File: src/core/smi_pkg.sv
// Package with constants for the switch monitor event line logic
package smi_pkg;
  // Width of the event status snapshot
  localparam int STAT_W = 16;
  // SPI command frame width and field positions
  localparam int CMD_W = 8;
  localparam int CMD_RW_BIT = 7;
  localparam logic [6:0] STAT_ADDR = 7'h01;
  // Scheme encodings
  localparam logic SCHEME_STATIC = 1'b0;
  localparam logic SCHEME_DYNAMIC = 1'b1;
  localparam logic SCHEME_RESET = SCHEME_STATIC;
  // Clock and timing figures
  localparam int CLK_MHZ = 50;
  localparam int T_ACTIVE_US = 1000;
  localparam int T_INACTIVE_US = 1000;
  localparam int T_IDLE_US = 20;
  localparam int ACTIVE_CYC = T_ACTIVE_US * CLK_MHZ;
  localparam int INACTIVE_CYC = T_INACTIVE_US * CLK_MHZ;
  localparam int IDLE_CYC = T_IDLE_US * CLK_MHZ;
  localparam int CNT_W = 20;
endpackage : smi_pkg

File: src/core/smi_sync.sv
// Two flip-flop synchroniser for asynchronous inputs
`timescale 1ns/1ns
module smi_sync #(
  parameter int W = 1
) (
  input wire logic core_clk_i,
  input wire logic reset_i,
  input wire logic [W-1:0] async_i,
  output logic [W-1:0] sync_o
);
  // First stage, read only by the second stage
  logic [W-1:0] meta_reg;
  // Two stages on every rising edge
  always_ff @(posedge core_clk_i) begin
    if (reset_i) begin
      meta_reg <= '0;
      sync_o <= '0;
    end else begin
      meta_reg <= async_i;
      sync_o <= meta_reg;
    end
  end
endmodule : smi_sync

File: src/core/smi_event_line.sv
// Event line driver with SPI status snapshot and clear-on-read
`timescale 1ns/1ns
module smi_event_line
  import smi_pkg::*;
#(
  parameter int ACTIVE_CYCLES = ACTIVE_CYC,
  parameter int INACTIVE_CYCLES = INACTIVE_CYC,
  parameter int IDLE_CYCLES = IDLE_CYC
) (
  input wire logic core_clk_i,
  input wire logic reset_i,
  input wire logic [STAT_W-1:0] event_set_i,
  input wire logic scheme_i,
  input wire logic scheme_we_i,
  input wire logic trigger_i,
  input wire logic spi_cs_n_i,
  input wire logic spi_sclk_i,
  input wire logic spi_mosi_i,
  output logic [STAT_W-1:0] stat_snap_o,
  output logic [STAT_W-1:0] stat_o,
  output logic scheme_o,
  output logic event_n_o,
  output logic event_n_oe_o
);
  // Line states: released, pulled low, released between pulls in the
  // dynamic scheme, and the idle gap after a status read
  typedef enum logic [1:0] {
    LN_IDLE = 2'b00,
    LN_LOW = 2'b01,
    LN_HIGH = 2'b10,
    LN_HOLD = 2'b11
  } smi_line_t;

  // Synchronised SPI pins; chip select is carried inverted so that the
  // cleared synchroniser reads as deselected and no false frame start
  // follows reset
  logic [2:0] spi_sync;
  // Synced select (active low), clock and data
  logic cs_n_s, sclk_s, mosi_s;
  // Every pin passes two flops before any logic reads it
  smi_sync #(.W(3)) u_sync (
    .core_clk_i(core_clk_i),
    .reset_i(reset_i),
    .async_i({~spi_cs_n_i, spi_sclk_i, spi_mosi_i}),
    .sync_o(spi_sync)
  );
  // Undo the inversion of the select bit
  assign cs_n_s = ~spi_sync[2];
  // Link clock, sampled and edge-found on the core clock
  assign sclk_s = spi_sync[1];
  // Command data, aligned with the clock through the same stages
  assign mosi_s = spi_sync[0];

  // Previous synced levels for edge finding
  logic cs_n_reg, sclk_reg;
  // Set at frame start, cleared by the first clock rise
  logic first_reg, first_next;
  // Command bits, shifted in MSB first
  logic [CMD_W-1:0] cmd_reg, cmd_next;
  // Clock rises seen in this frame, saturating
  logic [3:0] bits_reg, bits_next;
  // Frame carried a read of the status register
  logic rd_stat_reg, rd_stat_next;
  // Sticky event status
  logic [STAT_W-1:0] stat_reg, stat_next;
  // Status copy taken at the first clock rise of each frame
  logic [STAT_W-1:0] snap_reg, snap_next;
  // Selected line scheme
  logic scheme_reg, scheme_next;
  // Line state
  smi_line_t line_reg, line_next;
  // Interval counter; one width serves all three intervals
  logic [CNT_W-1:0] cnt_reg, cnt_next;

  // Edge strobes, one core cycle wide each
  wire cs_fall = cs_n_reg & ~cs_n_s;
  wire cs_rise = ~cs_n_reg & cs_n_s;
  // Clock rises only count while the frame is open
  wire sclk_rise = ~sclk_reg & sclk_s & ~cs_n_s;
  // Command word as it will stand after this rise
  wire [CMD_W-1:0] cmd_shift = {cmd_reg[CMD_W-2:0], mosi_s};
  wire cmd_is_rd = ~cmd_shift[CMD_RW_BIT] && (cmd_shift[6:0] == STAT_ADDR);
  // Eighth rise completes the command; later bits are ignored
  wire cmd_done = sclk_rise && (bits_reg == 4'(CMD_W - 1));
  // Clear is applied at the select rise, not when the command ends
  wire clr_stb = cs_rise & rd_stat_reg;
  // Any event this cycle
  wire any_evt = |event_set_i;
  wire dyn_mode = (scheme_reg == SCHEME_DYNAMIC);

  // Cycle count helper, clamped to at least one cycle; counters load
  // n-1 and run to zero, so an interval lasts n cycles
  function automatic logic [CNT_W-1:0] cyc(input int n);
    cyc = (n < 1) ? CNT_W'(0) : CNT_W'(n - 1);
  endfunction : cyc

  // Frame decode and snapshot; every link strobe here comes from synced pins,
  // so the link may run at any rate that leaves three core cycles per
  // clock phase
  always_comb begin
    first_next = cs_fall ? 1'b1 : (sclk_rise ? 1'b0 : first_reg);
    bits_next = cs_fall ? 4'h0 : ((sclk_rise && bits_reg != 4'hF) ? bits_reg + 4'h1 : bits_reg);
    cmd_next = cs_fall ? '0 : (sclk_rise ? cmd_shift : cmd_reg);
    rd_stat_next = cs_fall ? 1'b0 : (cmd_done ? cmd_is_rd : rd_stat_reg);
    snap_next = snap_reg;
    if (sclk_rise && first_reg) begin
      snap_next = stat_reg;
    end
    // clear on read; new events win
    // Set wins over clear, so an event in the clear cycle is kept
    stat_next = (clr_stb ? '0 : stat_reg) | event_set_i;
    // scheme change gated by trigger
    // A refused write leaves no trace; the host must clear the trigger
    scheme_next = (scheme_we_i && !trigger_i) ? scheme_i : scheme_reg;
  end

  // Line state machine; LOW is the only state that pulls the pin, and
  // HOLD keeps it released for the idle gap that follows a status read
  always_comb begin
    line_next = line_reg;
    // Counter runs down to zero and rests there
    cnt_next = (cnt_reg != '0) ? cnt_reg - CNT_W'(1) : cnt_reg;
    case (line_reg)
      LN_IDLE: begin
        // assert on pending event
        // Status left pending from the idle gap counts as well
        if (any_evt || (stat_reg != '0 && !clr_stb)) begin
          line_next = LN_LOW;
          cnt_next = cyc(ACTIVE_CYCLES);
        end
      end
      LN_LOW: begin
        if (clr_stb) begin
          line_next = LN_HOLD;
          cnt_next = cyc(IDLE_CYCLES);
        end else if (dyn_mode && cnt_reg == '0) begin
          line_next = LN_HIGH;
          cnt_next = cyc(INACTIVE_CYCLES);
        end
      end
      LN_HIGH: begin
        if (clr_stb) begin
          line_next = LN_HOLD;
          cnt_next = cyc(IDLE_CYCLES);
        end else if (cnt_reg == '0) begin
          line_next = LN_LOW;
          cnt_next = cyc(ACTIVE_CYCLES);
        end
      end
      LN_HOLD: begin
        // idle before reassert
        // Events still set the status here; only the line waits
        if (cnt_reg == '0) begin
          line_next = LN_IDLE;
        end
      end
      default: line_next = LN_IDLE;
    endcase
  end

  // State registers; reset is synchronous, so every flop is loaded
  // with a constant on the clock edge that samples it
  always_ff @(posedge core_clk_i) begin
    // Reset: line released, status empty, frame closed
    if (reset_i) begin
      cs_n_reg <= 1'b1;
      sclk_reg <= 1'b0;
      first_reg <= 1'b0;
      bits_reg <= 4'h0;
      cmd_reg <= '0;
      rd_stat_reg <= 1'b0;
      snap_reg <= '0;
      stat_reg <= '0;
      scheme_reg <= SCHEME_RESET;
      line_reg <= LN_IDLE;
      cnt_reg <= '0;
    end else begin
      // Normal running: all next values taken together
      cs_n_reg <= cs_n_s;
      sclk_reg <= sclk_s;
      first_reg <= first_next;
      bits_reg <= bits_next;
      cmd_reg <= cmd_next;
      rd_stat_reg <= rd_stat_next;
      snap_reg <= snap_next;
      stat_reg <= stat_next;
      scheme_reg <= scheme_next;
      line_reg <= line_next;
      cnt_reg <= cnt_next;
    end
  end

  // open-drain pin drive
  // The pin data is always low; only the enable moves, so the line is
  // never driven high and the pull-up alone brings it back
  assign event_n_o = 1'b0;
  assign event_n_oe_o = (line_reg == LN_LOW);
  // Data outputs straight from their registers
  assign stat_snap_o = snap_reg;
  assign stat_o = stat_reg;
  assign scheme_o = scheme_reg;
endmodule : smi_event_line

File: config.mk
export PLATFORM = sky130hd
export DESIGN_NAME = smi_event_line
export DESIGN_NICKNAME = d
export VERILOG_FILES = /design/src/core/smi_pkg.sv /design/src/core/smi_sync.sv /design/src/core/smi_event_line.sv
export SDC_FILE = /design/constraint.sdc
export NUM_CORES = 1
export LEC_CHECK = 0
export BUFFER_PORTS_ARGS = -buffer_cell sky130_fd_sc_hd__buf_4
export CAP_MARGIN = 5
export CORE_ASPECT_RATIO = 0.7
export CORE_MARGIN = 2
export CORE_UTILIZATION = 57
export CTS_BUF_LIST = sky130_fd_sc_hd__clkbuf_2 sky130_fd_sc_hd__clkbuf_4 sky130_fd_sc_hd__clkbuf_8
export CTS_CLUSTER_SIZE = 30
export DETAILED_ROUTE_END_ITERATION = 16
export PLACE_DENSITY = 0.82
export SETUP_SLACK_MARGIN = 0.5
export SLEW_MARGIN = 10
export SYNTH_ARGS = -nofsm -noshare
export SYNTH_HDL_FRONTEND = slang
export SYNTH_HIERARCHICAL = 1
export SYNTH_SLANG_ARGS = --single-unit
File: constraint.sdc
create_clock -name core_clk_i -period 2.84 [get_ports core_clk_i]
set_clock_uncertainty 0.15 [all_clocks]
set_input_delay 0 -clock core_clk_i [delete_from_list [all_inputs] [get_ports core_clk_i]]
set_output_delay 0 -clock core_clk_i [all_outputs]
set_load 0.05 [all_outputs]
# Word-level counts from Yosys, hierarchy flattened
# Index checks and enable logic that the tools add are counted.
totals:
  ff_bits: 76
  input_bits: 24
  out_inout_bits: 35
classes:
  n_addsub: 2
  eq_ne: 10
  mux: 17
  bitwise: 11
  n_reduce_logical: 18
op_table:
  columns: ["op", "n"]
  rows:
  - ["20-bit 2-to-1 mux", 6]
  - ["20-bit case mux with 3 select lines", 1]
  - ["20-bit zero test", 1]
  - ["20-bit nonzero test", 1]
  - ["20-bit by 1-bit subtractor with 20-bit output (second input constant)", 1]
  - ["16-bit 2-to-1 mux", 1]
  - ["16-bit bitwise OR", 1]
  - ["16-bit nonzero test", 1]
  - ["16-bit OR reduction", 1]
  - ["2-bit 2-to-1 mux", 6]
  - ["2-bit case mux with 4 select lines", 1]
  - ["7-bit by 1-bit == test with 1-bit output (second input constant)", 1]
  - ["1-bit logical AND", 7]
  - ["1-bit bitwise AND", 5]
  - ["1-bit NOT", 5]
  - ["4-bit by 1-bit adder with 4-bit output (second input constant)", 1]
  - ["2-bit == test (second input constant)", 2]
  - ["4-bit by 3-bit == test with 1-bit output (second input constant)", 1]
  - ["2-bit != test (second input constant)", 2]
  - ["4-bit != test (second input constant)", 1]
  - ["4-bit AND reduction", 1]
  - ["3-bit by 1-bit != test with 1-bit output (second input constant)", 1]
  - ["3-bit != test (second input constant)", 1]
  - ["2-bit by 1-bit == test with 1-bit output (second input constant)", 1]
  - ["other kinds (6)", 8]

# Depth between registers and ports, before layout
# Gate-level depths: netlist of run 1.
depth:
  word_depth: 8
  depth_mapped: 11
  mapped_depth_nobuf: 11

# By module
# The synthesis of run 1 kept the hierarchy.
modules_own_cells:
  columns: ["mod", "instances", "cells_each", "area_each_um2", "seq_area_each_um2"]
  rows:
  - ["smi_event_line", 1, 358, 3031.7, 1401.3]
  - ["smi_sync", 1, 12, 157.7, 120.1]

# Least setup slack after synthesis of run 1
# Ideal clock, no wire load.
synth_timing:
  kind: "reg2reg"
  start: "reg line_reg[0]"
  end: "reg cnt_reg[7]"
  arrival_time_ps: 2047
  t_required_ps: 2575
  path_slack_ps: 527
  stages_incl_launch_ff: 7
  path_buffers: 1
  period_less_slack_ps: 2313
  cell_sequence: "dfxtp_1 clkbuf_1 nor2b_1 a21oi_1 nor4_1 a21oi_1 and3_1"
synth_via:
  elab_chain_cells: 2
  elab_cells_between_ends: 4
synth_rtl:
  columns: ["item", "line", "rtl"]
  rows:
  - ["from (decl)", "smi_event_line.sv:71", "smi_line_t line_reg, line_next;"]
  - ["from (signal assigned)", "smi_event_line.sv:188", "line_reg <= line_next;"]
  - ["2-bit by 1-bit == test with 1-bit output", null, null]
  - ["named net event_n_oe_o", "smi_event_line.sv:23", "output logic event_n_oe_o"]
  - ["20-bit case mux with 3 select lines", "smi_event_line.sv:123", "case (line_reg)"]
  - ["to (signal assigned)", "smi_event_line.sv:189", "cnt_reg <= cnt_next;"]
  - ["to (decl)", "smi_event_line.sv:73", "logic [CNT_W-1:0] cnt_reg, cnt_next;"]
# The timed path passes the listed nets, and every way through them passes these cells.
# A chain may end at the register's enable or synchronous reset.

# Worst setup path in the final report of run 1
layout_timing:
  start: "reg cnt_reg[0]"
  end: "reg line_reg[1]"
layout_via:
  elab_chain_cells: 4
  elab_cells_between_ends: 6
layout_rtl:
  columns: ["item", "line", "rtl"]
  rows:
  - ["20-bit zero test (*)", "smi_event_line.sv:136, smi_event_line.sv:145, smi_event_line.sv:153", null]
  - ["1-bit logical AND", "smi_event_line.sv:136", "end else if (dyn_mode && cnt_reg == '0) begin"]
  - ["3-bit by 1-bit != test with 1-bit output (no line)", null, null]
  - ["4-bit AND reduction (no line) (*)", null, null]
# Mark *: on every way between the ends. The rest lies on a longest branch, timed or not.

==> flow_summary.html, run 1 <==
<table>
<tr><th>Metric</th><th>Value</th></tr>
<tr><th colspan="2">Setup path</th></tr>
<tr><td>Startpoint type of the worst setup path</td><td>flip-flop</td></tr>
<tr><td>Dominant delay contributor by cell family on the critical path</td><td>compound AO/OA/AOI/OAI gates</td></tr>
<tr><td>Total buffers and inverters traversed by the critical path</td><td>2</td></tr>
<tr><td>Endpoint kind of the worst setup timing path</td><td>flip-flop</td></tr>
<tr><td>Crit path largest cell delay</td><td>roughly 0.47 ns</td></tr>
<tr><td>Data required, critical path</td><td>2.95 ns</td></tr>
<tr><td>CP max stage cell</td><td>o31ai_1</td></tr>
<tr><td>Critical setup path kind</td><td>reg2reg</td></tr>
<tr><td>Crit-path cells</td><td>inv_1 &gt; ha_1 &gt; nor4b_4 &gt; nand3b_1 &gt; buf_6 &gt; o31ai_1 &gt; a21oi_1 &gt; a211oi_1</td></tr>
<tr><td>Endpoint arrival time on the critical path</td><td>roughly 2.5 ns</td></tr>
<tr><td>Crit-path max FO</td><td>8</td></tr>
<tr><th colspan="2">Global routing</th></tr>
<tr><td>Wire length of the first global-routing pass</td><td>14.9 mm</td></tr>
<tr><td>Antenna violations before repair</td><td>0</td></tr>
<tr><td>Maximum number of pins on one net before global-route repair</td><td>55</td></tr>
<tr><td>All-Layer GR Usage</td><td>0.312</td></tr>
<tr><td>Global route overflow</td><td>0</td></tr>
<tr><td>Via count of the first global-routing pass</td><td>3,151</td></tr>
<tr><th colspan="2">Timing</th></tr>
<tr><td>Max-slew violations</td><td>0</td></tr>
<tr><td>Worst slew margin relative to its limit</td><td>0.539</td></tr>
<tr><td>Crit share post-route</td><td>0.836</td></tr>
<tr><td>RSZ-0062 raised after global routing</td><td>yes</td></tr>
<tr><td>Max Clk Rate</td><td>0.421 GHz</td></tr>
<tr><td>Tmin final</td><td>2.37 ns</td></tr>
<tr><td>Slew at the pin closest to its max-slew limit</td><td>0.691 ns</td></tr>
<tr><td>Final number of setup-violating endpoints</td><td>0</td></tr>
<tr><td>Post-route setup TNS</td><td>0 ns</td></tr>
<tr><td>Total count of hold-check failures in the final report</td><td>0</td></tr>
<tr><th colspan="2">Route</th></tr>
<tr><td>Number of DRC markers in iteration 0</td><td>roughly 420</td></tr>
<tr><td>Number of design rule violations left after detail routing</td><td>0</td></tr>
<tr><td>Residual antenna-violating net count after detailed routing</td><td>0</td></tr>
<tr><td>Routed wire length per instance</td><td>18.1 um</td></tr>
<tr><td>Detailed-router iteration count before antenna repair</td><td>5</td></tr>
<tr><td>Routed wire length</td><td>approximately 9.8 mm</td></tr>
<tr><td>Vias per std cell</td><td>~6</td></tr>
<tr><td>Via count</td><td>roughly 3,200</td></tr>
<tr><th colspan="2">Placed design</th></tr>
<tr><td>Routability congestion estimate from global placement</td><td>0.911</td></tr>
<tr><td>Count of port buffers added during placement</td><td>between 50 and 60</td></tr>
<tr><td>Placement-stage cell area</td><td>3610 um2</td></tr>
<tr><td>Post-DP HPWL</td><td>5.29 mm</td></tr>
<tr><th colspan="2">Clock tree</th></tr>
<tr><td>Clock-pin slew on the worst setup and hold paths</td><td>0.08 ns</td></tr>
<tr><td>Buffer depth of the longest clock path</td><td>2</td></tr>
<tr><td>Root buf cell</td><td>clkbuf_8</td></tr>
<tr><td>Number of CTS-inserted buffers</td><td>9</td></tr>
<tr><td>Number of clock sinks seen by CTS</td><td>76</td></tr>
<tr><td>Clock insertion delay at the later pin of the skew report</td><td>0.36 ns</td></tr>
<tr><td>H-tree Lvls</td><td>3</td></tr>
<tr><td>TritonCTS clock tree</td><td>built</td></tr>
<tr><th colspan="2">Synth</th></tr>
<tr><td>EDFF count, synth</td><td>0</td></tr>
<tr><td>Cell types with the largest area share after synthesis</td><td>dfxtp_1, a21oi_1, nand2_1</td></tr>
<tr><td>Top_reg_cell synth</td><td>dfxtp_1</td></tr>
<tr><td>Cell area after synthesis</td><td>3190 um2</td></tr>
<tr><td>Post-synth top area share</td><td>0.477</td></tr>
<tr><td>Synth cell types</td><td>54</td></tr>
<tr><td>Number of cells produced by synthesis</td><td>370</td></tr>
<tr><td>FF+latch count, synth</td><td>76</td></tr>
<tr><td>Warnings, synthesis</td><td>6</td></tr>
<tr><td>Syn nets</td><td>398</td></tr>
<tr><td>Part of the Yosys area used for sequential elements</td><td>0.477</td></tr>
<tr><td>Mean cell area of the mapped netlist</td><td>8.62 um2</td></tr>
<tr><td>Ys async rst share</td><td>0</td></tr>
<tr><td>Cell taking the most area after synthesis</td><td>dfxtp_1</td></tr>
<tr><th colspan="2">Floorplan</th></tr>
<tr><td>Placement Rows</td><td>22</td></tr>
<tr><td>Core Region</td><td>5310 um2</td></tr>
<tr><td>Initial cell density of the core</td><td>0.600</td></tr>
<tr><td>Die outline area</td><td>6220 um2</td></tr>
<tr><td>Boundary Pins</td><td>between 50 and 60</td></tr>
<tr><td>Overall die width</td><td>93.4 um</td></tr>
<tr><td>Height of the die</td><td>about 67 um</td></tr>
<tr><th colspan="2">Finish</th></tr>
<tr><td>Area growth syn-to-layout</td><td>35.2%</td></tr>
<tr><td>Area used by multi-input combinational logic</td><td>1600 um2</td></tr>
<tr><td>Most common cell after layout, fill and taps aside</td><td>dfxtp_1</td></tr>
<tr><td>Number of flip-flops under the largest register name</td><td>20</td></tr>
<tr><td>Sequential Area</td><td>1530 um2</td></tr>
<tr><td>FILL cells</td><td>337</td></tr>
<tr><td>Design Area, Final</td><td>4310 um2</td></tr>
<tr><td>Layout cell share with drive strength beyond 1</td><td>0.211</td></tr>
<tr><td>Nets</td><td>~490</td></tr>
<tr><td>Number of antenna repair diodes</td><td>0</td></tr>
<tr><td>Most frequent cells in the layout</td><td>dfxtp_1, buf_4, nand2_1</td></tr>
<tr><th colspan="2">Run status</th></tr>
<tr><td>Result of the run</td><td>completed</td></tr>
<tr><th colspan="2">Pwr</th></tr>
<tr><td>Worst ir drop on vdd</td><td>~0.00031 V</td></tr>
<tr><td>Leakage</td><td>1.69 nW</td></tr>
<tr><td>Areal power density over the cells</td><td>529 nW/um2</td></tr>
<tr><th colspan="2">Worst hold path</th></tr>
<tr><td>Type of the worst min-delay path</td><td>reg2reg</td></tr>
<tr><th colspan="2">Flow run</th></tr>
<tr><td>Maximum capacitance violations</td><td>0</td></tr>
</table>
==> cells by family (layout without fill, tap and decap cells) <==
group / after synthesis / in the layout / synth area share
adders and majority gates: 4 / 4 / 0.0157
AOI/OAI and AO/OA: 86 / 86 / 0.164
muxes: 4 / 4 / 0.0129
DFF: 76 / 76 / 0.477
other: 1 / 1 / 0.00118
and+or+nand+nor: 157 / 157 / 0.251
xor gates and xnor gates: 12 / 12 / 0.0330
buffers and inverters: 30 / 130 / 0.0451
==> cell usage after synthesis, types with 3 or more instances <==
library cell / instances
a211oi_1: 5
a21o_1: 6
a21oi_1: 47
a31oi_1: 4
clkbuf_1: 12
dfxtp_1: 76
ha_1: 4
inv_1: 10
mux2i_1: 3
nand2_1: 55
nand3_1: 4
nand4_1: 5
nor2_1: 30
nor2b_1: 9
nor3_1: 13
nor4_1: 15
o21ai_0: 7
o31ai_1: 3
or3_1: 5
xnor2_1: 8
xor2_1: 4
==> per-layer routing <==
layer	global-route usage	wire length, um	share of wire
met5	0	0	0
met2	0.509	4700	0.48
met1	0.387	4010	0.41
met4	0.110	199	0.020
met3	0.105	893	0.091
==> metrics by stage <==
stage           util  cells  hold WS [ns]  worst slack [ns]  power (W)
2_1_floorplan      -    370       -0.0784             0.527    0.00138
3_3_place_gp   0.680    481        0.0659             0.567    0.00147
3_5_place_dp   0.680    481        0.0651             0.402    0.00148
4_1_cts        0.792    537         0.288             0.498    0.00223
5_1_grt        0.812    542         0.315             0.407    0.00236
6_report       0.812    542         0.295             0.466    0.00228
==> worst reg2reg max path: cells and delay by family, from the launching register on <==
| kind | cells | cell delay, ns |
|---|---|---|
| AOI/OAI and AO/OA | 3 | 0.89 |
| buffers and inverters | 2 | 0.31 |
| adders and majority gates | 1 | 0.16 |
| DFF | 1 | 0.36 |
| and+or+nand+nor | 2 | 0.40 |
==> timing repair <==
item	CTS	global route
gates resized for setup	3	15
hold buffers	41	0
hold endpoints to repair	39	0
setup endpoints to repair	6	24
setup buffers	0	5
pin swaps	1	4
==> report_power, final <==
| part | switching [W] | internal [W] | total (W) |
|---|---|---|---|
| combinational | 0.000222 | 0.000177 | 0.000399 |
| sequential | 0.0000601 | 0.00111 | 0.00117 |
| clock | 0.000402 | 0.000311 | 0.000714 |
| total | 0.000685 | 0.00160 | 0.00228 |
==> final timing paths <==
kind	startpoint	end	slack (ns)	cells past startpoint
worst max-delay path	cnt_reg[0]	line_reg[1]	0.47	8
worst min register to register	u_sync/meta_reg[0]	u_sync/sync_o[0]	0.29	1
worst min-delay path	u_sync/meta_reg[0]	u_sync/sync_o[0]	0.29	1
worst max register to register	cnt_reg[0]	line_reg[1]	0.47	8
==> layout make-up <==
| cell class | instances | area share |
|---|---|---|
| Clock buffer | 9 | 0.0287 |
| Clock inverter | 6 | 0.00957 |
| Inverter | 11 | 0.00957 |
| Multi-Input combinational cell | 264 | 0.372 |
| Sequential cell | 76 | 0.354 |
| Tap cell | 72 | 0.0209 |
| Timing Repair Buffer | 104 | 0.206 |
Note: power is estimated with default switching activity, not from simulation.
==> run 2: changes to the inputs <==
--- a/config.mk
+++ b/config.mk
@@ -9,11 +9,11 @@
 export CAP_MARGIN = 5
 export CORE_ASPECT_RATIO = 0.7
 export CORE_MARGIN = 2
-export CORE_UTILIZATION = 57
+export CORE_UTILIZATION = 52
 export CTS_BUF_LIST = sky130_fd_sc_hd__clkbuf_2 sky130_fd_sc_hd__clkbuf_4 sky130_fd_sc_hd__clkbuf_8
 export CTS_CLUSTER_SIZE = 30
 export DETAILED_ROUTE_END_ITERATION = 16
-export PLACE_DENSITY = 0.82
+export PLACE_DENSITY = 0.78
 export SETUP_SLACK_MARGIN = 0.5
 export SLEW_MARGIN = 10
 export SYNTH_ARGS = -nofsm -noshare
==> constraint.sdc (replaced) <==
create_clock -name core_clk_i -period 2 [get_ports core_clk_i]
set_clock_uncertainty 0.15 [all_clocks]
set_input_delay 0 -clock core_clk_i [delete_from_list [all_inputs] [get_ports core_clk_i]]
set_output_delay 0 -clock core_clk_i [all_outputs]
set_load 0.05 [all_outputs]
==> flow_summary.html, run 2 (synthesis results as in run 1) <==
<table>
<tr><th>Metric</th><th>Value</th></tr>
<tr><th colspan="2">Timing</th></tr>
<tr><td>Least setup slack across all paths after layout</td><td>-0.337 ns (-0.803 ns)</td></tr>
<tr><td>Total count of hold-check failures in the final report</td><td>17 (+17)</td></tr>
<tr><td>Tmin final</td><td>2.34 ns (-0.0370 ns)</td></tr>
<tr><td>Max-slew violations</td><td>0 (unchanged)</td></tr>
<tr><td>Crit share post-route</td><td>1.17 (+0.333)</td></tr>
<tr><td>Max Clk Rate</td><td>0.428 GHz (+1.6%)</td></tr>
<tr><td>Final number of setup-violating endpoints</td><td>22 (+22)</td></tr>
<tr><td>Slew at the pin closest to its max-slew limit</td><td>0.869 ns (+0.178 ns)</td></tr>
<tr><td>RSZ-0062 raised after global routing</td><td>yes</td></tr>
<tr><td>Worst slew margin relative to its limit</td><td>0.420 (-0.119)</td></tr>
<tr><td>Worst Hold Slack</td><td>-0.0540 ns (-0.349 ns)</td></tr>
<tr><th colspan="2">Setup path</th></tr>
<tr><td>Crit-path cells</td><td>or3_1 &gt; nand3b_1 &gt; buf_6 &gt; nor2_4 &gt; inv_2 &gt; ha_4 &gt; inv_2 &gt; a32oi_1 &gt; o31ai_1 &gt; a21oi_1</td></tr>
<tr><td>Data required, critical path</td><td>2.15 ns (-0.80 ns)</td></tr>
<tr><td>Total buffers and inverters traversed by the critical path</td><td>3 (+1)</td></tr>
<tr><td>Library cell appearing most often on the critical path</td><td>inv_2</td></tr>
<tr><td>Crit path largest cell delay</td><td>0.40 ns (-0.07 ns)</td></tr>
<tr><td>Endpoint arrival time on the critical path</td><td>2.48 ns (about the same)</td></tr>
<tr><td>Startpoint type of the worst setup path</td><td>flip-flop</td></tr>
<tr><td>Crit-path max FO</td><td>4 (-4)</td></tr>
<tr><td>Dominant delay contributor by cell family on the critical path</td><td>simple AND/OR/NAND/NOR gates</td></tr>
<tr><td>CP max stage cell</td><td>or3_1</td></tr>
<tr><td>Critical setup path kind</td><td>reg2reg</td></tr>
<tr><td>Endpoint kind of the worst setup timing path</td><td>flip-flop</td></tr>
<tr><th colspan="2">Finish</th></tr>
<tr><td>Most common cell after layout, fill and taps aside</td><td>buf_4</td></tr>
<tr><td>Area growth syn-to-layout</td><td>58.1%</td></tr>
<tr><td>Number of antenna repair diodes</td><td>0 (unchanged)</td></tr>
<tr><td>Non-filler cells, final</td><td>592 (+9.2%)</td></tr>
<tr><td>Layout cell share with drive strength beyond 1</td><td>0.433 (+0.223)</td></tr>
<tr><td>Number of flip-flops under the largest register name</td><td>20 (unchanged)</td></tr>
<tr><td>Design Area, Final</td><td>5040 um2 (+17%)</td></tr>
<tr><td>Most frequent cells in the layout</td><td>buf_4, nand2_1, dfxtp_1</td></tr>
<tr><td>Nets</td><td>540 (+9.3%)</td></tr>
<tr><td>FILL cells</td><td>277 (-18%)</td></tr>
<tr><th colspan="2">Clock tree</th></tr>
<tr><td>H-tree Lvls</td><td>3 (unchanged)</td></tr>
<tr><td>Number of clock sinks seen by CTS</td><td>76 (unchanged)</td></tr>
<tr><td>TritonCTS clock tree</td><td>built</td></tr>
<tr><td>Root buf cell</td><td>clkbuf_8</td></tr>
<tr><td>Clock insertion delay at the later pin of the skew report</td><td>0.37 ns (about the same)</td></tr>
<tr><td>Buffer depth of the longest clock path</td><td>2 (unchanged)</td></tr>
<tr><td>Number of CTS-inserted buffers</td><td>9 (unchanged)</td></tr>
<tr><td>CTS hold repair buffers</td><td>28 (-32%)</td></tr>
<tr><td>Clock-pin slew on the worst setup and hold paths</td><td>0.09 ns (about the same)</td></tr>
<tr><th colspan="2">Pwr</th></tr>
<tr><td>Areal power density over the cells</td><td>706 nW/um2 (+33%)</td></tr>
<tr><td>Leakage</td><td>2.02 nW (+19%)</td></tr>
<tr><td>Overall Power</td><td>0.00356 W (+56%)</td></tr>
<tr><td>Worst ir drop on vdd</td><td>0.000588 V (+91%)</td></tr>
<tr><th colspan="2">Route</th></tr>
<tr><td>Via count</td><td>3,833 (+18%)</td></tr>
<tr><td>Residual antenna-violating net count after detailed routing</td><td>0 (unchanged)</td></tr>
<tr><td>Routed wire length per instance</td><td>21.9 um (+21%)</td></tr>
<tr><td>Detailed-router iteration count before antenna repair</td><td>7 (+2)</td></tr>
<tr><td>Vias per std cell</td><td>6.47 (+8.2%)</td></tr>
<tr><td>Number of design rule violations left after detail routing</td><td>0 (unchanged)</td></tr>
<tr><td>Routed wire length</td><td>13.0 mm (+32%)</td></tr>
<tr><td>Number of DRC markers in iteration 0</td><td>421 (+0.96%)</td></tr>
<tr><th colspan="2">Placed design</th></tr>
<tr><td>Placement-stage cell area</td><td>4030 um2 (+12%)</td></tr>
<tr><td>Post-DP HPWL</td><td>6.28 mm (+19%)</td></tr>
<tr><td>Number of placed cells counting well taps</td><td>523 (+8.7%)</td></tr>
<tr><td>Count of port buffers added during placement</td><td>57 (unchanged)</td></tr>
<tr><td>Worst slack at placement</td><td>-0.216 ns (-0.618 ns)</td></tr>
<tr><td>Routability congestion estimate from global placement</td><td>0.892 (-2.0%)</td></tr>
<tr><th colspan="2">Floorplan</th></tr>
<tr><td>Initial cell density of the core</td><td>0.549 (-0.0517)</td></tr>
<tr><td>Overall die width</td><td>97.6 um (+4.5%)</td></tr>
<tr><td>Boundary Pins</td><td>59 (unchanged)</td></tr>
<tr><td>Placement Rows</td><td>23 (+4.5%)</td></tr>
<tr><td>Core Region</td><td>5810 um2 (+9.4%)</td></tr>
<tr><td>Height of the die</td><td>69.5 um (+4.4%)</td></tr>
<tr><td>Die outline area</td><td>6790 um2 (+9.1%)</td></tr>
<tr><th colspan="2">Global routing</th></tr>
<tr><td>Maximum number of pins on one net before global-route repair</td><td>39 (-29%)</td></tr>
<tr><td>Antenna violations before repair</td><td>0 (unchanged)</td></tr>
<tr><td>All-Layer GR Usage</td><td>0.348 (+0.0366)</td></tr>
<tr><td>Global route overflow</td><td>0 (unchanged)</td></tr>
<tr><td>Wire length of the first global-routing pass</td><td>18.6 mm (+25%)</td></tr>
<tr><td>Via count of the first global-routing pass</td><td>3,510 (+11%)</td></tr>
<tr><th colspan="2">Run status</th></tr>
<tr><td>Violated checks</td><td>negative hold slack, negative setup slack</td></tr>
<tr><td>Result of the run</td><td>finished, violations left</td></tr>
<tr><th colspan="2">Worst hold path</th></tr>
<tr><td>Type of the worst min-delay path</td><td>in2reg</td></tr>
<tr><th colspan="2">Flow run</th></tr>
<tr><td>Maximum capacitance violations</td><td>0 (unchanged)</td></tr>
</table>
-- run 2: what timing repair did --
action	in CTS	in global routing
setup endpoints to repair	42	61
hold endpoints to repair	24	20
gates cloned	1	1
pin swaps	23	7
gates resized for setup	53	32
buffers inserted	20	3
-- run 2: layout make-up --
cell class / instances / area (um2) / area share
clock inverter: 7 / 65.1 / 0.0129
timing repair buffer: 150 / 1280 / 0.255
inverter: 11 / 43.8 / 0.00868
sequential: 76 / 1560 / 0.309
tap: 75 / 93.8 / 0.0186
multi-input combinational: 264 / 1880 / 0.372
clock buffer: 9 / 124 / 0.0246
-- run 2: worst reg2reg max path, delay by kind of cell, from the launching register on --
family                     cells  cell delay (ns)
buffers and inverters          3             0.31
adders and majority gates      1             0.29
and+or+nand+nor                3             0.75
DFF                            1             0.34
AOI/OAI and AO/OA              3             0.44
-- run 2: report_power, final --
group,total (W),internal [W],switching [W]
registers,0.00165,0.00158,0.0000747
logic,0.000750,0.000328,0.000422
clock network,0.00116,0.000480,0.000675
total,0.00356,0.00239,0.00117
-- run 2: stage by stage --
stage | util | setup TNS [ns]
after floorplan | - | -0.246
after CTS | 0.839 | -1.04
after global placement | 0.694 | -0.966
after global routing | 0.868 | -5.11
after detailed placement | 0.694 | -2.36
final | 0.868 | -4.45
-- run 2: worst paths after layout --
| check | from | end | slack, ns | depth (start not counted) |
|---|---|---|---|---|
| max | cnt_reg[18] | cnt_reg[0] | -0.34 | 10 |
| min | reset_i | stat_o[11] | -0.05 | 2 |
| max reg2reg | cnt_reg[18] | cnt_reg[0] | -0.34 | 10 |
| min reg2reg | u_sync/meta_reg[1] | u_sync/sync_o[1] | 0.31 | 1 |
-- run 2: metal layers --
layer	share of wire	GRT usage	up-vias
met4	0.059	0.131	0
met2	0.44	0.562	315
li1	-	-	1594
met1	0.38	0.441	1818
met5	0	0	-
met3	0.12	0.110	106
==> run 3: changes to the inputs <==
--- a/config.mk
+++ b/config.mk
@@ -5,10 +5,10 @@
 export SDC_FILE = /design/constraint.sdc
 export NUM_CORES = 1
 export LEC_CHECK = 0
+export ABC_AREA = 1
 export BUFFER_PORTS_ARGS = -buffer_cell sky130_fd_sc_hd__buf_4
 export CAP_MARGIN = 5
 export CORE_ASPECT_RATIO = 0.7
-export CORE_MARGIN = 2
 export CORE_UTILIZATION = 52
 export CTS_BUF_LIST = sky130_fd_sc_hd__clkbuf_2 sky130_fd_sc_hd__clkbuf_4 sky130_fd_sc_hd__clkbuf_8
 export CTS_CLUSTER_SIZE = 30
==> flow_summary.html, run 3 <==
<table>
<tr><th>Metric</th><th>Value</th></tr>
<tr><th colspan="2">Pwr</th></tr>
<tr><td>Leakage</td><td>2.31 nW (+14%)</td></tr>
<tr><td>Reg power frac</td><td>0.335 (-0.130)</td></tr>
<tr><td>Internal Power</td><td>0.00351 W (+47%)</td></tr>
<tr><td>Share of power burned in combinational logic</td><td>0.385 (+0.174)</td></tr>
<tr><td>Proportion of power drawn by the clock network</td><td>0.280 (-0.045)</td></tr>
<tr><td>Worst ir drop on vdd</td><td>0.000700 V (+19%)</td></tr>
<tr><td>Switching share of power</td><td>0.382 (+0.0529)</td></tr>
<tr><td>Areal power density over the cells</td><td>1080 nW/um2 (+53%)</td></tr>
<tr><td>Overall Power</td><td>0.00567 W (+59%)</td></tr>
<tr><td>Switching power summed over all nets</td><td>0.00217 W (+85%)</td></tr>
<tr><th colspan="2">Timing</th></tr>
<tr><td>Worst Hold Slack</td><td>-0.00932 ns (+0.0447 ns)</td></tr>
<tr><td>Worst slew margin relative to its limit</td><td>0.503 (+0.0823)</td></tr>
<tr><td>RSZ-0062 raised after global routing</td><td>yes</td></tr>
<tr><td>Slew at the pin closest to its max-slew limit</td><td>0.743 ns (-0.126 ns)</td></tr>
<tr><td>Tmin final</td><td>2.01 ns (-0.327 ns)</td></tr>
<tr><td>Final number of setup-violating endpoints</td><td>5 (-77%)</td></tr>
<tr><td>Least setup slack across all paths after layout</td><td>-0.00956 ns (+0.327 ns)</td></tr>
<tr><td>Crit share post-route</td><td>1.00 (-0.164)</td></tr>
<tr><td>Total count of hold-check failures in the final report</td><td>1 (-16)</td></tr>
<tr><td>Post-route setup TNS</td><td>-0.0293 ns (+4.42 ns)</td></tr>
<tr><td>Max Clk Rate</td><td>0.498 GHz (+16%)</td></tr>
<tr><td>Max-slew violations</td><td>0 (unchanged)</td></tr>
<tr><th colspan="2">Setup path</th></tr>
<tr><td>Endpoint kind of the worst setup timing path</td><td>flip-flop</td></tr>
<tr><td>Startpoint type of the worst setup path</td><td>flip-flop</td></tr>
<tr><td>Register-to-Register Path Depth</td><td>12 (+2)</td></tr>
<tr><td>Crit-path max FO</td><td>6 (+2)</td></tr>
<tr><td>Endpoint arrival time on the critical path</td><td>2.13 ns (-0.35 ns)</td></tr>
<tr><td>Data required, critical path</td><td>2.12 ns (-0.03 ns)</td></tr>
<tr><td>Critical setup path kind</td><td>reg2reg</td></tr>
<tr><th colspan="2">Finish</th></tr>
<tr><td>Design Area, Final</td><td>5240 um2 (+3.9%)</td></tr>
<tr><td>Layout cell share with drive strength beyond 1</td><td>0.367 (-0.0664)</td></tr>
<tr><td>Most frequent cells in the layout</td><td>buf_4, nand2_1, nor2_1</td></tr>
<tr><td>Sequential Area</td><td>1560 um2 (+0.24%)</td></tr>
<tr><td>Area used by multi-input combinational logic</td><td>1970 um2 (+5.0%)</td></tr>
<tr><td>Finished Core Util</td><td>0.824 (-0.0441)</td></tr>
<tr><td>Area growth syn-to-layout</td><td>49.3%</td></tr>
<tr><td>FILL cells</td><td>381 (+38%)</td></tr>
<tr><td>Nets</td><td>639 (+18%)</td></tr>
<tr><td>Most common cell after layout, fill and taps aside</td><td>buf_4</td></tr>
<tr><td>Number of flip-flops under the largest register name</td><td>20 (unchanged)</td></tr>
<tr><td>Number of antenna repair diodes</td><td>0 (unchanged)</td></tr>
<tr><th colspan="2">Synth</th></tr>
<tr><td>Warnings, synthesis</td><td>6 (unchanged)</td></tr>
<tr><td>EDFF count, synth</td><td>0 (unchanged)</td></tr>
<tr><td>Synth cell count leaders</td><td>nand2_1, dfxtp_1, nor2_1, inv_1, a21oi_1</td></tr>
<tr><td>Part of the Yosys area used for sequential elements</td><td>0.433 (-0.0437)</td></tr>
<tr><td>Cell types with the largest area share after synthesis</td><td>dfxtp_1, nand2_1, nor2_1</td></tr>
<tr><td>Ys async rst share</td><td>0 (unchanged)</td></tr>
<tr><td>Cell with the most instances after synthesis</td><td>nand2_1</td></tr>
<tr><td>Mean cell area of the mapped netlist</td><td>7.18 um2 (-17%)</td></tr>
<tr><td>Syn nets</td><td>517 (+30%)</td></tr>
<tr><td>Top_reg_cell synth</td><td>dfxtp_1</td></tr>
<tr><td>Synth cell types</td><td>33 (-39%)</td></tr>
<tr><td>FF+latch count, synth</td><td>76 (unchanged)</td></tr>
<tr><td>Number of cells produced by synthesis</td><td>489 (+32%)</td></tr>
<tr><td>Cell area after synthesis</td><td>3510 um2 (+10%)</td></tr>
<tr><td>Cell taking the most area after synthesis</td><td>dfxtp_1</td></tr>
<tr><td>Post-synth top area share</td><td>0.433 (-0.0437)</td></tr>
<tr><th colspan="2">Floorplan</th></tr>
<tr><td>Overall die width</td><td>100 um (+2.7%)</td></tr>
<tr><td>Die outline area</td><td>7090 um2 (+4.5%)</td></tr>
<tr><td>Core Region</td><td>6370 um2 (+9.5%)</td></tr>
<tr><td>Boundary Pins</td><td>59 (unchanged)</td></tr>
<tr><td>Placement Rows</td><td>24 (+4.3%)</td></tr>
<tr><td>Height of the die</td><td>70.7 um (+1.8%)</td></tr>
<tr><td>Initial cell density of the core</td><td>0.551 (+0.00285)</td></tr>
<tr><th colspan="2">Route</th></tr>
<tr><td>Routed wire length</td><td>12.0 mm (-7.3%)</td></tr>
<tr><td>Residual antenna-violating net count after detailed routing</td><td>0 (unchanged)</td></tr>
<tr><td>Number of design rule violations left after detail routing</td><td>0 (unchanged)</td></tr>
<tr><td>Via count</td><td>3,985 (+4.0%)</td></tr>
<tr><td>Number of DRC markers in iteration 0</td><td>495 (+18%)</td></tr>
<tr><td>Detailed-router iteration count before antenna repair</td><td>8 (+1)</td></tr>
<tr><td>Routed wire length per instance</td><td>17.0 um (-22%)</td></tr>
<tr><td>Vias per std cell</td><td>5.64 (-13%)</td></tr>
<tr><th colspan="2">Clock tree</th></tr>
<tr><td>TritonCTS clock tree</td><td>built</td></tr>
<tr><td>Number of CTS-inserted buffers</td><td>9 (unchanged)</td></tr>
<tr><td>Number of clock sinks seen by CTS</td><td>76 (unchanged)</td></tr>
<tr><td>Clock insertion delay at the later pin of the skew report</td><td>0.37 ns (about the same)</td></tr>
<tr><td>H-tree Lvls</td><td>3 (unchanged)</td></tr>
<tr><td>Buffer depth of the longest clock path</td><td>2 (unchanged)</td></tr>
<tr><td>Clock-pin slew on the worst setup and hold paths</td><td>0.08 ns (about the same)</td></tr>
<tr><td>Root buf cell</td><td>clkbuf_8</td></tr>
<tr><th colspan="2">Placed design</th></tr>
<tr><td>Routability congestion estimate from global placement</td><td>0.963 (+8.0%)</td></tr>
<tr><td>Count of port buffers added during placement</td><td>57 (unchanged)</td></tr>
<tr><td>Worst slack at placement</td><td>0.0902 ns (+0.306 ns)</td></tr>
<tr><td>Placement-stage cell area</td><td>4130 um2 (+2.3%)</td></tr>
<tr><td>Post-DP HPWL</td><td>6.29 mm (+0.21%)</td></tr>
<tr><th colspan="2">Global routing</th></tr>
<tr><td>Via count of the first global-routing pass</td><td>3,543 (+0.94%)</td></tr>
<tr><td>Maximum number of pins on one net before global-route repair</td><td>28 (-28%)</td></tr>
<tr><td>All-Layer GR Usage</td><td>0.310 (-0.0380)</td></tr>
<tr><td>Global route overflow</td><td>0 (unchanged)</td></tr>
<tr><td>Antenna violations before repair</td><td>0 (unchanged)</td></tr>
<tr><td>Wire length of the first global-routing pass</td><td>17.0 mm (-8.3%)</td></tr>
<tr><th colspan="2">Flow run</th></tr>
<tr><td>Maximum capacitance violations</td><td>0 (unchanged)</td></tr>
<tr><th colspan="2">Run status</th></tr>
<tr><td>Violated checks</td><td>negative hold slack, negative setup slack</td></tr>
<tr><td>Result of the run</td><td>finished, violations left</td></tr>
<tr><th colspan="2">Worst hold path</th></tr>
<tr><td>Type of the worst min-delay path</td><td>in2reg</td></tr>
<tr><td>Hold Crit Depth</td><td>4 (+2)</td></tr>
</table>
## run 3: path summary, 6_finish.rpt
path                          from  slack, ns     endpoint
hold / removal             reset_i     -0.009     cs_n_reg
setup reg to reg        cnt_reg[3]      -0.01  cnt_reg[11]
hold reg to reg   u_sync/sync_o[2]       0.28     cs_n_reg
setup / recovery        cnt_reg[3]      -0.01  cnt_reg[11]
## run 3: stage by stage
stage / instances / hold WS [ns]
after floorplan: 489 / -0.0788
after global placement: 633 / 0.0544
after detailed placement: 633 / 0.0610
after CTS: 695 / -0.137
after global routing: 707 / 0.0110
final: 707 / -0.00932
## run 3: timing repair
| item | 4_1_cts | 5_1_grt |
|---|---|---|
| hold buffers | 29 | 2 |
| endpoints found under the hold margin | 34 | 17 |
| setup endpoints to repair | 41 | 45 |
| setup buffers | 17 | 9 |
| pin swaps | 19 | 14 |
| gates cloned | 0 | 1 |
| resized for setup | 46 | 51 |
## run 3: cells by family after synthesis
| group | count (synthesis) | synth area share |
|---|---|---|
| adder cells (fa/ha/maj) | 4 | 0.0143 |
| XOR/XNOR | 12 | 0.0299 |
| buffers and inverters | 77 | 0.0877 |
| flip-flops | 76 | 0.433 |
| other | 1 | 0.00107 |
| AO/OA/AOI/OAI | 72 | 0.104 |
| AND/OR/NAND/NOR | 247 | 0.329 |
## run 3: cell type report
cell class / count / share of cell area
Clock buffer: 10 / 0.0263
Clock inverter: 6 / 0.0255
Inverter: 64 / 0.0484
Multi-Input combinational cell: 336 / 0.376
Timing Repair Buffer: 124 / 0.205
Tap cell: 91 / 0.0217
Sequential cell: 76 / 0.298
## run 3: layer usage
layer  routed length (um)  track usage
met5                    0            0
met2                 5510        0.490
met4                  399        0.111
met3                 1290       0.0870
met1                 4840        0.409
## run 3: critical path, cell delays in order, from the launching register on
cell and delay (ns):
dfxtp_1 0.42, nor2_4 0.20, nand2_1 0.06, nor2_1 0.14, nand3_2 0.12, buf_4 0.16, buf_6 0.11, nand2_4 0.06
nand2_4 0.07, nor2_4 0.14, nand2_4 0.11, nand2_4 0.12, nor2_2 0.04
## run 3: power by group through the flow
stage                     sequential (W)  combinational, W  clock [W]
after floorplan                  0.00192           0.00105          0
after global placement           0.00187           0.00142          0
after detailed placement         0.00188           0.00145          0
after CTS                        0.00186           0.00181    0.00158
after global routing             0.00191           0.00232    0.00166
final                            0.00190           0.00219    0.00159
